### config.mk
export PLATFORM = sky130hd
export DESIGN_NAME = amc_mode_ctrl
export DESIGN_NICKNAME = d
export VERILOG_FILES = /design/src/hw/amc_pkg.sv /design/src/hw/amc_pin_sync.sv /design/src/hw/amc_mode_ctrl.sv
export SDC_FILE = /design/constraint.sdc
export NUM_CORES = 1
export LEC_CHECK = 0
export ABC_AREA = 1
export BUFFER_PORTS_ARGS = -buffer_cell sky130_fd_sc_hd__buf_4
export CORE_MARGIN = 1.5
export CORE_UTILIZATION = 33
export DETAILED_ROUTE_END_ITERATION = 7
export GPL_ROUTABILITY_DRIVEN = 0
export PLACE_DENSITY_LB_ADDON = 0.08
export SKIP_LAST_GASP = 1
export SYNTH_ARGS = -nofsm -noshare
export SYNTH_HDL_FRONTEND = slang
export SYNTH_HIERARCHICAL = 1
export SYNTH_SLANG_ARGS = --single-unit
### constraint.sdc
create_clock -name ref_clk -period 0.9 [get_ports ref_clk]
set_input_delay 0.18 -clock ref_clk [delete_from_list [all_inputs] [get_ports ref_clk]]
set_output_delay 0.18 -clock ref_clk [all_outputs]
set_load 0.05 [all_outputs]
### src/hw/amc_pkg.sv
// Purpose: Shared constants and carriers for the amplifier mode control register
// Assumes: Eight-bit control, mask and gain registers from the serial bus slave
// Notes: Bit positions follow the register layout of the amplifier
`default_nettype none
package amc_pkg;

  // Control register width and reset value
  localparam int unsigned AMC_REG_W = 8;
  localparam logic [7:0] AMC_CTRL_RESET = 8'h00;

  // Control register field positions
  localparam int unsigned AMC_CTRL_POWER_DOWN = 0;
  localparam int unsigned AMC_CTRL_SRC_SEL = 1;
  localparam int unsigned AMC_CTRL_RSVD_LO = 2;
  localparam int unsigned AMC_CTRL_MUTE = 3;
  localparam int unsigned AMC_CTRL_RSVD_HI = 4;
  localparam int unsigned AMC_CTRL_CFG_SEL = 5;
  localparam int unsigned AMC_CTRL_BANK_SEL = 6;
  localparam int unsigned AMC_CTRL_BEEP_ON = 7;

  // Mask register field positions
  localparam int unsigned AMC_MASK_POWER_DOWN = 0;
  localparam int unsigned AMC_MASK_CFG = 1;
  localparam int unsigned AMC_MASK_BEEP = 2;

  // Gain register mute bits
  localparam int unsigned AMC_GAIN_MUTE_A = 6;
  localparam int unsigned AMC_GAIN_MUTE_B = 7;

  // Pin synchroniser depth and pin indices
  localparam int unsigned AMC_SYNC_STAGES = 2;
  localparam int unsigned AMC_PIN_COUNT = 2;
  localparam int unsigned AMC_PIN_SHUTDOWN_N = 0;
  localparam int unsigned AMC_PIN_CFG = 1;

  // Four gain registers of the two banks
  typedef struct packed {
    logic [7:0] bridge_tied_load_left;
    logic [7:0] bridge_tied_load_right;
    logic [7:0] single_ended_left;
    logic [7:0] single_ended_right;
  } amc_gain_t;

  // Decoded operating modes
  typedef struct packed {
    logic power_down;
    logic input_source_select;
    logic mute_left;
    logic mute_right;
    logic output_config_select;
    logic gain_bank_select;
    logic beep_force_on;
  } amc_mode_t;

  localparam amc_mode_t AMC_MODE_RESET = '0;

endpackage
`default_nettype wire

### src/hw/amc_pin_sync.sv
// Purpose: Two-flop synchroniser for asynchronous external mode pins
// Assumes: Pins change slowly relative to ref_clk
// Notes: First stage feeds only the second stage
`timescale 1ns/1ns
`default_nettype none
module amc_pin_sync #(
  parameter int unsigned WIDTH = 2
) (
  input wire logic ref_clk,
  input wire logic nrst,
  input wire logic [WIDTH-1:0] pin_async,
  output logic [WIDTH-1:0] pin_sync
);

  logic [WIDTH-1:0] meta_reg;
  logic [WIDTH-1:0] meta_next;
  logic [WIDTH-1:0] sync_reg;
  logic [WIDTH-1:0] sync_next;

  // Next values of both stages
  always_comb begin
    meta_next = pin_async;
    sync_next = meta_reg;
  end

  // Stage registers, cleared by reset
  always_ff @(posedge ref_clk) begin
    if (!nrst) begin
      meta_reg <= '0;
      sync_reg <= '0;
    end else begin
      meta_reg <= meta_next;
      sync_reg <= sync_next;
    end
  end

  assign pin_sync = sync_reg;

endmodule
`default_nettype wire

### src/hw/amc_mode_ctrl.sv
// Purpose: Operating mode control register with mask-driven pin override
// Assumes: Serial bus slave delivers a one-cycle write strobe on ref_clk
// Notes: Mode outputs are registered one cycle behind the control value
// Contract
// - Control bit 0 high means power-down
// - Control bit 1 selects line or headphone input
// - Mask bit 1 routes source select to pin
// - Control bit 3 mutes like gain mutes
// - Control bit 5 selects bridge or single-ended
// - Control bit 6 selects gain register bank
// - Mask bit 1 ties bank to pin
// - Control bit 7 auto-detects or forces beep
// - Set mask bit 0 or 1 hands mode to pin
// - Beep mask forces beep auto-detect mode
// - Selected gain mute bits OR control mute
`timescale 1ns/1ns
`default_nettype none
module amc_mode_ctrl (
  input wire logic ref_clk,
  input wire logic nrst,
  input wire logic wr_valid,
  input wire logic [amc_pkg::AMC_REG_W-1:0] wr_data,
  input wire logic [amc_pkg::AMC_REG_W-1:0] mask_value,
  input wire amc_pkg::amc_gain_t gain_value,
  input wire logic shutdown_pin_n,
  input wire logic output_config_pin,
  output logic [amc_pkg::AMC_REG_W-1:0] ctrl_value,
  output amc_pkg::amc_mode_t mode
);
  import amc_pkg::*;

  logic [AMC_REG_W-1:0] ctrl_reg;
  logic [AMC_REG_W-1:0] ctrl_next;
  amc_mode_t mode_reg;
  amc_mode_t mode_next;
  logic [AMC_PIN_COUNT-1:0] pin_raw;
  logic [AMC_PIN_COUNT-1:0] pin_sync;
  logic pin_power_down;
  logic pin_cfg;
  logic bank_eff;
  logic [AMC_REG_W-1:0] gain_left_sel;
  logic [AMC_REG_W-1:0] gain_right_sel;

  // Pick the pin when masked, else the register bit
  function automatic logic pick_source(input logic masked, input logic pin_level,
                                       input logic reg_bit);
    pick_source = masked ? pin_level : reg_bit;
  endfunction

  // Either mute bit of a gain register silences its channel
  function automatic logic gain_muted(input logic [AMC_REG_W-1:0] gain);
    gain_muted = gain[AMC_GAIN_MUTE_A] | gain[AMC_GAIN_MUTE_B];
  endfunction

  // External pins cross into ref_clk
  assign pin_raw[AMC_PIN_SHUTDOWN_N] = shutdown_pin_n;
  assign pin_raw[AMC_PIN_CFG] = output_config_pin;

  amc_pin_sync #(
    .WIDTH(AMC_PIN_COUNT)
  ) u_pin_sync (
    .ref_clk(ref_clk),
    .nrst(nrst),
    .pin_async(pin_raw),
    .pin_sync(pin_sync)
  );

  // Shutdown pin is active low, internal bit active high
  assign pin_power_down = ~pin_sync[AMC_PIN_SHUTDOWN_N];
  assign pin_cfg = pin_sync[AMC_PIN_CFG];

  // Register write; reserved bits stored as written
  always_comb begin
    ctrl_next = ctrl_reg;
    if (wr_valid) begin
      ctrl_next = wr_data;
    end
  end

  // Control register, cleared by reset
  always_ff @(posedge ref_clk) begin
    if (!nrst) begin
      ctrl_reg <= AMC_CTRL_RESET;
    end else begin
      ctrl_reg <= ctrl_next;
    end
  end

  // Effective bank and the gain registers it selects
  always_comb begin
    bank_eff = pick_source(mask_value[AMC_MASK_CFG], pin_cfg,
                           ctrl_reg[AMC_CTRL_BANK_SEL]);
    gain_left_sel = bank_eff ? gain_value.single_ended_left :
                               gain_value.bridge_tied_load_left;
    gain_right_sel = bank_eff ? gain_value.single_ended_right :
                                gain_value.bridge_tied_load_right;
  end

  // Mode decode with mask override
  always_comb begin
    mode_next = AMC_MODE_RESET;
    mode_next.power_down = pick_source(mask_value[AMC_MASK_POWER_DOWN], pin_power_down,
                                       ctrl_reg[AMC_CTRL_POWER_DOWN]);
    mode_next.input_source_select = pick_source(mask_value[AMC_MASK_CFG], pin_cfg,
                                                ctrl_reg[AMC_CTRL_SRC_SEL]);
    mode_next.output_config_select = pick_source(mask_value[AMC_MASK_CFG], pin_cfg,
                                                 ctrl_reg[AMC_CTRL_CFG_SEL]);
    mode_next.gain_bank_select = bank_eff;
    // No beep pin: masked means auto-detect
    mode_next.beep_force_on = mask_value[AMC_MASK_BEEP] ? 1'b0 :
                              ctrl_reg[AMC_CTRL_BEEP_ON];
    mode_next.mute_left = ctrl_reg[AMC_CTRL_MUTE] | gain_muted(gain_left_sel);
    mode_next.mute_right = ctrl_reg[AMC_CTRL_MUTE] | gain_muted(gain_right_sel);
  end

  // Mode register, cleared by reset
  always_ff @(posedge ref_clk) begin
    if (!nrst) begin
      mode_reg <= AMC_MODE_RESET;
    end else begin
      mode_reg <= mode_next;
    end
  end

  assign ctrl_value = ctrl_reg;
  assign mode = mode_reg;
endmodule
`default_nettype wire

==> out/metrics.yaml, run 1 <==
grt:
  grt_pass1_wl_um: 2260
  grt_usage: 0.149
  antenna_found_initial: 0
  grt_pass1_vias: 556
  grt_max_degree: 19
  gr-total-overflow: 0
die:
  std_cell_rows: 15
  die_area_mm2: 0.00225
  die_x_um: 47.4
  die_h_um: 47.4
  design.core.area_mm2: 0.00178
  io-pin-count: 68
  start_util: 0.365
final_layout:
  n_fill_cell: 160
  drive_gt1_frac: 0.516
  area_delta_synth_final_pct: 80.4
  largest_reg_flops: 8
  antenna_cells: 0
  final_cells: 153
  fin_nets: 182
timing:
  hold_violations: 0
  fin_worst_skew_ns: 0.00564
  fmax_mhz: 1010
  min_period_ns: 0.987
  drv_slew: 0
  worst_slack_ns: -0.0871
  tightestPinTransition_ns: 0.161
  post-route-period-util: 1.10
  holdWs_ns: 0.0289
  rsz0062_at_grt: "true"
  finalSetupViolCount: 15
  slew-limit-headroom: 0.892
cts:
  cts.htree.levels: 1
  cts_hold_buf: 0
  clkTransAtPathRegs_ns: 0.11
  cts-root-buf: "clkbuf_4"
  clock-sinks: 19
  cts_tree: "done"
  cts_made_buffers: 3
  clock_latency_ns: 0.29
  clk_path_buf_depth: 2
place:
  io_buffers: 38
  dp_cells: 146
  dp_hpwl_um: 1030
  dp_slack_ns: 0.0811
yosys:
  syn_avg_cell_area_um2: 7.93
  synth.distinct_cells: 11
  syn-num-nets: 135
  yosys_warnings: 6
  netlist_area_um2: 651
  syn_inst: 82
  ys_seq_elements: 19
  ys_seq_area_frac: 0.585
detailed_routing:
  drtPass1Iterations: 3
  drt-total-wl_um: 1460
  vias: 664
  drt_iter0_markers: 4
  ant_nets: 0
  viasPerCell: 4.34
  drc: 0
  wire_per_inst_um: 9.51
worst_setup_path:
  r2r-end: "mode[3]"
  critPathKind: "reg2out"
  worstPathArrival_ns: 0.81
  rrSetupSlack_ns: 0.04
  worstPathCellList: "buf_8"
  cp_max_fo: 3
  critPathLaunchType: "flop"
  required_ns: 0.72
  crit_family: "flip-flops"
  crit_path_max_incr_delay_ns: 0.37
  crit_buf_inv: 1
  reg2reg_from: "ctrl_value[6]"
  cp_slowest_cell: "dfxtp_2"
  cp-end-kind: "primary output"
  reg2regPathDepth: 6
run_status:
  violations: "setup timing"
  status: "complete, but fails checks"
pwr:
  leakage_nw: 0.609
  vdd_drop_max_uv: 889
  power.density_mw_per_mm2: 1570
hold_path:
  hold_depth: 2
  whs_endpoint: "mode[0]"
  min_path_type: "in2reg"
  hp-start: "mask_value[2]"
flow_run:
  maxCapViolCount: 0
area by class of cell:
type	instances	area [um2]	area share
clock buffer	3	22.5	0.0192
sequential	19	402	0.342
timing repair buffer	43	435	0.371
clock inverter	1	5.00	0.00426
multi-input combinational	49	229	0.195
tap	25	31.3	0.0267
inverter	13	48.8	0.0416
cell usage after synthesis:
library cell,count,area (um2)
dfxtp_1,19,380
nand2_1,17,63.8
inv_1,12,45.0
nor2_1,12,45.0
o21ai_0,9,45.0
a21oi_1,6,30.0
nand3_1,2,10.0
o211ai_1,2,15.0
buf_4,1,7.51
inv_2,1,3.75
nor3_1,1,5.00
stage by stage:
stage | utilization | cell area, um2 | TNS [ns] | power, mW
floorplan | - | 659 | 0 | 1.17
global placement | 0.552 | 983 | 0 | 1.34
detailed placement | 0.552 | 983 | 0 | 1.34
CTS | 0.627 | 1120 | -1.22 | 1.83
global route | 0.658 | 1170 | -1.74 | 1.96
finish | 0.658 | 1170 | -0.941 | 1.84
worst max-delay path by stage:
stage,startpoint,to,slack [ns],cells past startpoint
3_5_place_dp,mask_value[1],mode[4],0.08,7
5_1_grt,ctrl_value[0],ctrl_value[0],-0.14,1
3_3_place_gp,mask_value[1],mode[3],0.09,7
2_1_floorplan,ctrl_value[5],ctrl_value[5],0.002,2
4_1_cts,ctrl_value[0],ctrl_value[0],-0.1,1
6_report,ctrl_value[0],ctrl_value[0],-0.09,1
logic make-up after synthesis:
kind of cell / count (synthesis) / share of synthesized area
AOI/OAI and AO/OA: 17 / 0.138
buffers and inverters: 14 / 0.0865
DFF: 19 / 0.585
and+or+nand+nor: 32 / 0.190
placed cells by master (no fill, tap or decap):
cell      Yosys  layout
buf_4         1      27
nand2_1      17      15
dfxtp_2       0      14
buf_8         0      14
nor2_1       12      12
inv_1        12      12
o21ai_0       9       9
a21oi_1       6       6
dfxtp_1      19       4
clkbuf_4      0       3
o211ai_1      2       2
buf_6         0       2
inv_2         1       1
nand2_4       0       1
nand3_2       0       1
nand2_2       0       1
nand3_1       2       1
nor3_1        1       1
clkinv_2      0       1
dfxtp_4       0       1
routing by layer:
layer  vias to the layer above  wire [um]  global-route usage
li1                        349          -                   -
met1                       291        602               0.170
met2                        22        724               0.232
met5                         -          0                   0
met3                         2        114              0.0500
met4                         0         14               0.100
timing repair:
action,CTS,global route
setup buffers,3,0
pin swaps,0,1
cloned,0,0
hold endpoints to repair,0,0
resized for setup,29,15
setup endpoints to repair,15,17
power by group:
group | switching, mW | internal, mW
Sequential | 0.0359 | 0.902
Combinational | 0.260 | 0.227
Clock | 0.251 | 0.165
Total | 0.547 | 1.29
Note: power is estimated with default switching activity, not from simulation.
==> run 2, diff against run 1 <==
- CORE_MARGIN: 1.5 -> not set
==> run 2 against run 1 <==
  * The run still ends with setup timing left
  * Combinational power about the same
  * Global-route usage up 1.2 points
  * Die area down 4.2%
  * Sequential power about the same
  * Worst setup slack worse by 0.013 ns
  * Register-to-register slack about the same
  * First-iteration DRC count up 100%
  * Wire length up 5.5%
  * Critical path type unchanged
  * Clock-buffer cell count unchanged
==> out/metrics.yaml, run 2 (synthesized netlist as in run 1, its figures left out) <==
run_status:
  status: "complete, but fails checks"
  violations: "setup timing"
hold_path:
  hold_depth: 2
  min_path_type: "in2reg"
  hp-start: "mask_value[2]"
  whs_endpoint: "mode[0]"
place:
  io_buffers: 38
  dp_hpwl_um: 1030
  dpl_cell_area_um2: 968
detailed_routing:
  wire_per_inst_um: 10.1
  viasPerCell: 4.39
  drtPass1Iterations: 3
  vias: 668
  ant_nets: 0
  drt-total-wl_um: 1540
  drc: 0
  drt_iter0_markers: 8
worst_setup_path:
  required_ns: 0.72
  rrSetupSlack_ns: 0.03
  r2r-end: "mode[3]"
  critPathLaunch: "ctrl_value[0]"
  crit_path_max_incr_delay_ns: 0.37
  critPathKind: "reg2out"
  cp_slowest_cell: "dfxtp_2"
  reg2regPathDepth: 6
  critPathLaunchType: "flop"
  reg2reg_from: "ctrl_value[6]"
  crit_family: "flip-flops"
  cp_max_fo: 3
  cp-end-kind: "primary output"
  worstPathArrival_ns: 0.82
  crit_buf_inv: 1
  worstPathCellList: "buf_8"
cts:
  cts-root-buf: "clkbuf_4"
  clock-sinks: 19
  clock_latency_ns: 0.29
  cts_made_buffers: 3
  cts_tree: "done"
  clk_path_buf_depth: 2
  clkTransAtPathRegs_ns: 0.11
  cts.htree.levels: 1
  cts_hold_buf: 0
grt:
  grt_max_degree: 19
  grt_use_met3: 0.0392
  grtUsageMet2: 0.283
  gr-total-overflow: 0
  grtUsageMet1: 0.163
  grt_pass1_wl_um: 2310
  grt_usage: 0.160
  gr-max-usage-layer: "met2"
  antenna_found_initial: 0
  grt_pass1_vias: 577
die:
  design.core.area_mm2: 0.00178
  start_util: 0.365
  std_cell_rows: 15
  die_h_um: 46.4
  die_x_um: 46.4
  die_area_mm2: 0.00215
  io-pin-count: 68
flow_run:
  maxCapViolCount: 0
timing:
  finalSetupViolCount: 15
  fmax_mhz: 1000
  hold_violations: 0
  post-route-period-util: 1.11
  rsz0062_at_grt: "true"
  tightestPinTransition_ns: 0.200
  min_period_ns: 1.00
  slew-limit-headroom: 0.866
  drv_slew: 0
  fin_worst_skew_ns: 0.00526
  worst_slack_ns: -0.100
  setup_tns_ns: -1.09
final_layout:
  fin_nets: 181
  drive_gt1_frac: 0.504
  fin_util: 0.651
  post-route-cell-area_mm2: 0.00116
  n_fill_cell: 159
  final_cell_mix: "26 x buf_4, 15 x nand2_1, 14 x dfxtp_2, 14 x buf_8"
  largest_reg_flops: 8
  antenna_cells: 0
  area_delta_synth_final_pct: 78.5
  mostFrequentLayoutCell: "buf_4"
pwr:
  power.density_mw_per_mm2: 1600
  p_total_mw: 1.85
  leakage_nw: 0.600
  vdd_drop_max_uv: 824
==> run 2: cell count changes in the layout (fill, tap and decap cells not counted), sizes merged <==
cell  before  now
buf       43   42
==> run 2: worst max path at each step <==
stage	to	depth (start not counted)
after floorplan	ctrl_value[5]	2
after global placement	mode[3]	7
after detailed placement	mode[3]	7
after CTS	ctrl_value[0]	1
after global routing	ctrl_value[0]	1
final	ctrl_value[0]	1
==> run 2: cell type report <==
class | count | area [um2] | area share
Clock buffer | 3 | 22.5 | 0.0194
Clock inverter | 1 | 5.00 | 0.00431
Inverter | 13 | 48.8 | 0.0420
Multi-Input combinational cell | 49 | 224 | 0.193
Sequential cell | 19 | 402 | 0.346
Tap cell | 25 | 31.3 | 0.0269
Timing Repair Buffer | 42 | 428 | 0.369
==> run 2: per-layer routing <==
layer,up-vias,part of all wire
met5,-,0
met4,0,0.0078
met3,2,0.049
met2,21,0.54
met1,301,0.40
li1,344,-
==> run 2: where the power goes <==
| part | leakage (nW) | switching, mW | internal, mW |
|---|---|---|---|
| clock network | 0.0177 | 0.264 | 0.165 |
| logic | 0.420 | 0.260 | 0.225 |
| registers | 0.162 | 0.0375 | 0.902 |
| total | 0.600 | 0.561 | 1.29 |
==> run 2: per-stage QoR <==
step | std cells | setup WS, ns | hold slack, ns
finish | 152 | -0.100 | 0.0218
global route | 152 | -0.136 | 0.00901
CTS | 150 | -0.107 | 0.0111
detailed placement | 144 | 0.0426 | 0.347
global placement | 144 | 0.0670 | 0.347
floorplan | 82 | 0.00216 | 0.259
==> run 2: repair_timing <==
action / in CTS / in global routing
endpoints found under the setup margin: 15 / 17
gates resized for setup: 29 / 14
pin swaps: 0 / 1
buffers inserted: 2 / 2
==> run 3, diff against run 2 <==
--- a/config.mk
+++ b/config.mk
@@ -9,2 +9,3 @@
 export BUFFER_PORTS_ARGS = -buffer_cell sky130_fd_sc_hd__buf_4
+export CORE_MARGIN = 2
 export CORE_UTILIZATION = 33
==> constraint.sdc (replaced) <==
create_clock -name ref_clk -period 0.9 [get_ports ref_clk]
set_input_delay 0 -clock ref_clk [delete_from_list [all_inputs] [get_ports ref_clk]]
set_output_delay 0 -clock ref_clk [all_outputs]
set_load 0.05 [all_outputs]
==> run 3 against run 2 <==
  * The run now ends clean
  * Worst hold slack lost 0.0072 ns
  * Cell count increased by 11%
  * Die area rose by 8.8%
  * Critical endpoint is now ctrl_value[6]
  * Largest power group unchanged
==> out/metrics.yaml, run 3 (synthesized netlist as in run 1, its figures left out) <==
timing:
  fmax_mhz: 1190
  post-route-period-util: 0.935
  hold_violations: 0
  slew-limit-headroom: 0.887
  finalSetupViolCount: 0
  drv_slew: 0
  tightestPinTransition_ns: 0.170
  setup_tns_ns: 0
  fin_worst_skew_ns: 0.00337
  holdWs_ns: 0.0146
  min_period_ns: 0.841
  rsz0062_at_grt: "true"
worst_setup_path:
  worstPathCellList: "buf_4"
  critPathKind: "reg2out"
  crit_buf_inv: 1
  path_depth: 1
  worstPathArrival_ns: 0.84
  critPathLaunchType: "flop"
  reg2regPathDepth: 4
  crit_family: "flip-flops"
  cp_slowest_cell: "dfxtp_4"
  required_ns: 0.90
  cp_max_fo: 3
  crit_path_max_incr_delay_ns: 0.37
  cp-end-kind: "primary output"
place:
  io_buffers: 38
  dp_hpwl_um: 1040
  dpl_cell_area_um2: 971
detailed_routing:
  viasPerCell: 4.24
  wire_per_inst_um: 9.36
  drc: 0
  drtPass1Iterations: 3
  ant_nets: 0
  drt_iter0_markers: 1
  vias: 713
  drt-total-wl_um: 1570
final_layout:
  post-route-cell-area_mm2: 0.00119
  n_fill_cell: 185
  area_delta_synth_final_pct: 82.5
  largest_reg_flops: 8
  drive_gt1_frac: 0.355
  mostFrequentLayoutCell: "buf_4"
  fin_nets: 195
  antenna_cells: 0
  final_cell_mix: "37 x buf_4, 18 x dlygate4sd3_1, 15 x nand2_1"
cts:
  clock-sinks: 19
  clkTransAtPathRegs_ns: 0.11
  cts.htree.levels: 1
  cts_tree: "done"
  clk_path_buf_depth: 2
  cts-root-buf: "clkbuf_4"
  cts_made_buffers: 3
  clock_latency_ns: 0.29
pwr:
  leakage_nw: 0.616
  power.density_mw_per_mm2: 1510
  vdd_drop_max_uv: 1000
die:
  std_cell_rows: 16
  die_area_mm2: 0.00234
  start_util: 0.342
  io-pin-count: 68
  die_x_um: 48.4
  die_h_um: 48.4
  design.core.area_mm2: 0.00190
grt:
  antenna_found_initial: 0
  grt_usage: 0.150
  grt_pass1_wl_um: 2780
  gr-total-overflow: 0
  grt_pass1_vias: 653
  grt_max_degree: 19
flow_run:
  maxCapViolCount: 0
run_status:
  status: "completed"
hold_path:
  min_path_type: "in2reg"
  hold_depth: 3
-- run 3: changes by cell type in the layout (fill, tap and decap cells not counted), sizes merged --
cell         change
dlygate4sd3     +18
buf              -4
-- run 3: area by class of cell --
type	count	area, um2	area share
clock buffers	3	22.5	0.0190
repair buffers	56	469	0.395
clock inverters	1	5.00	0.00421
multi-input cells	49	219	0.184
inverters	13	48.8	0.0411
flip-flops and latches	19	389	0.328
well taps	27	33.8	0.0285
-- run 3: power breakdown --
group / internal (mW) / switching [mW]
sequential: 0.895 / 0.0220
combinational: 0.204 / 0.264
clock: 0.165 / 0.248
total: 1.26 / 0.534
-- run 3: routing by layer --
layer	vias to the layer above	GRT usage	wire length, um
li1	371	-	-
met1	323	0.169	625
met2	17	0.266	859
met3	2	0.0340	71
met4	0	0.0714	14
met5	-	0	0
-- run 3: path summary, 6_finish.rpt --
check	slack [ns]	to	start
worst min-delay path	0.01	ctrl_value[1]	wr_valid
worst max-delay path	0.06	ctrl_value[6]	ctrl_value[6]
worst max register to register	0.11	mode[4]	ctrl_value[6]
worst min register to register	0.42	mode[6]	u_pin_sync/pin_sync[0]
-- run 3: what timing repair did --
item | in CTS | in global routing
setup endpoints to repair | 0 | 3
hold buffers | 17 | 1
resized for setup | 0 | 3
setup buffers | 0 | 0
hold endpoints to repair | 16 | 1
-- run 3: stage by stage --
step,utilization,power (mW),cells,worst slack (ns)
global placement,0.511,1.33,146,0.0993
floorplan,-,1.17,82,0.00216
global route,0.624,1.93,168,-0.0000455
detailed placement,0.511,1.34,146,0.0837
CTS,0.614,1.81,167,0.0357
finish,0.624,1.80,168,0.0585
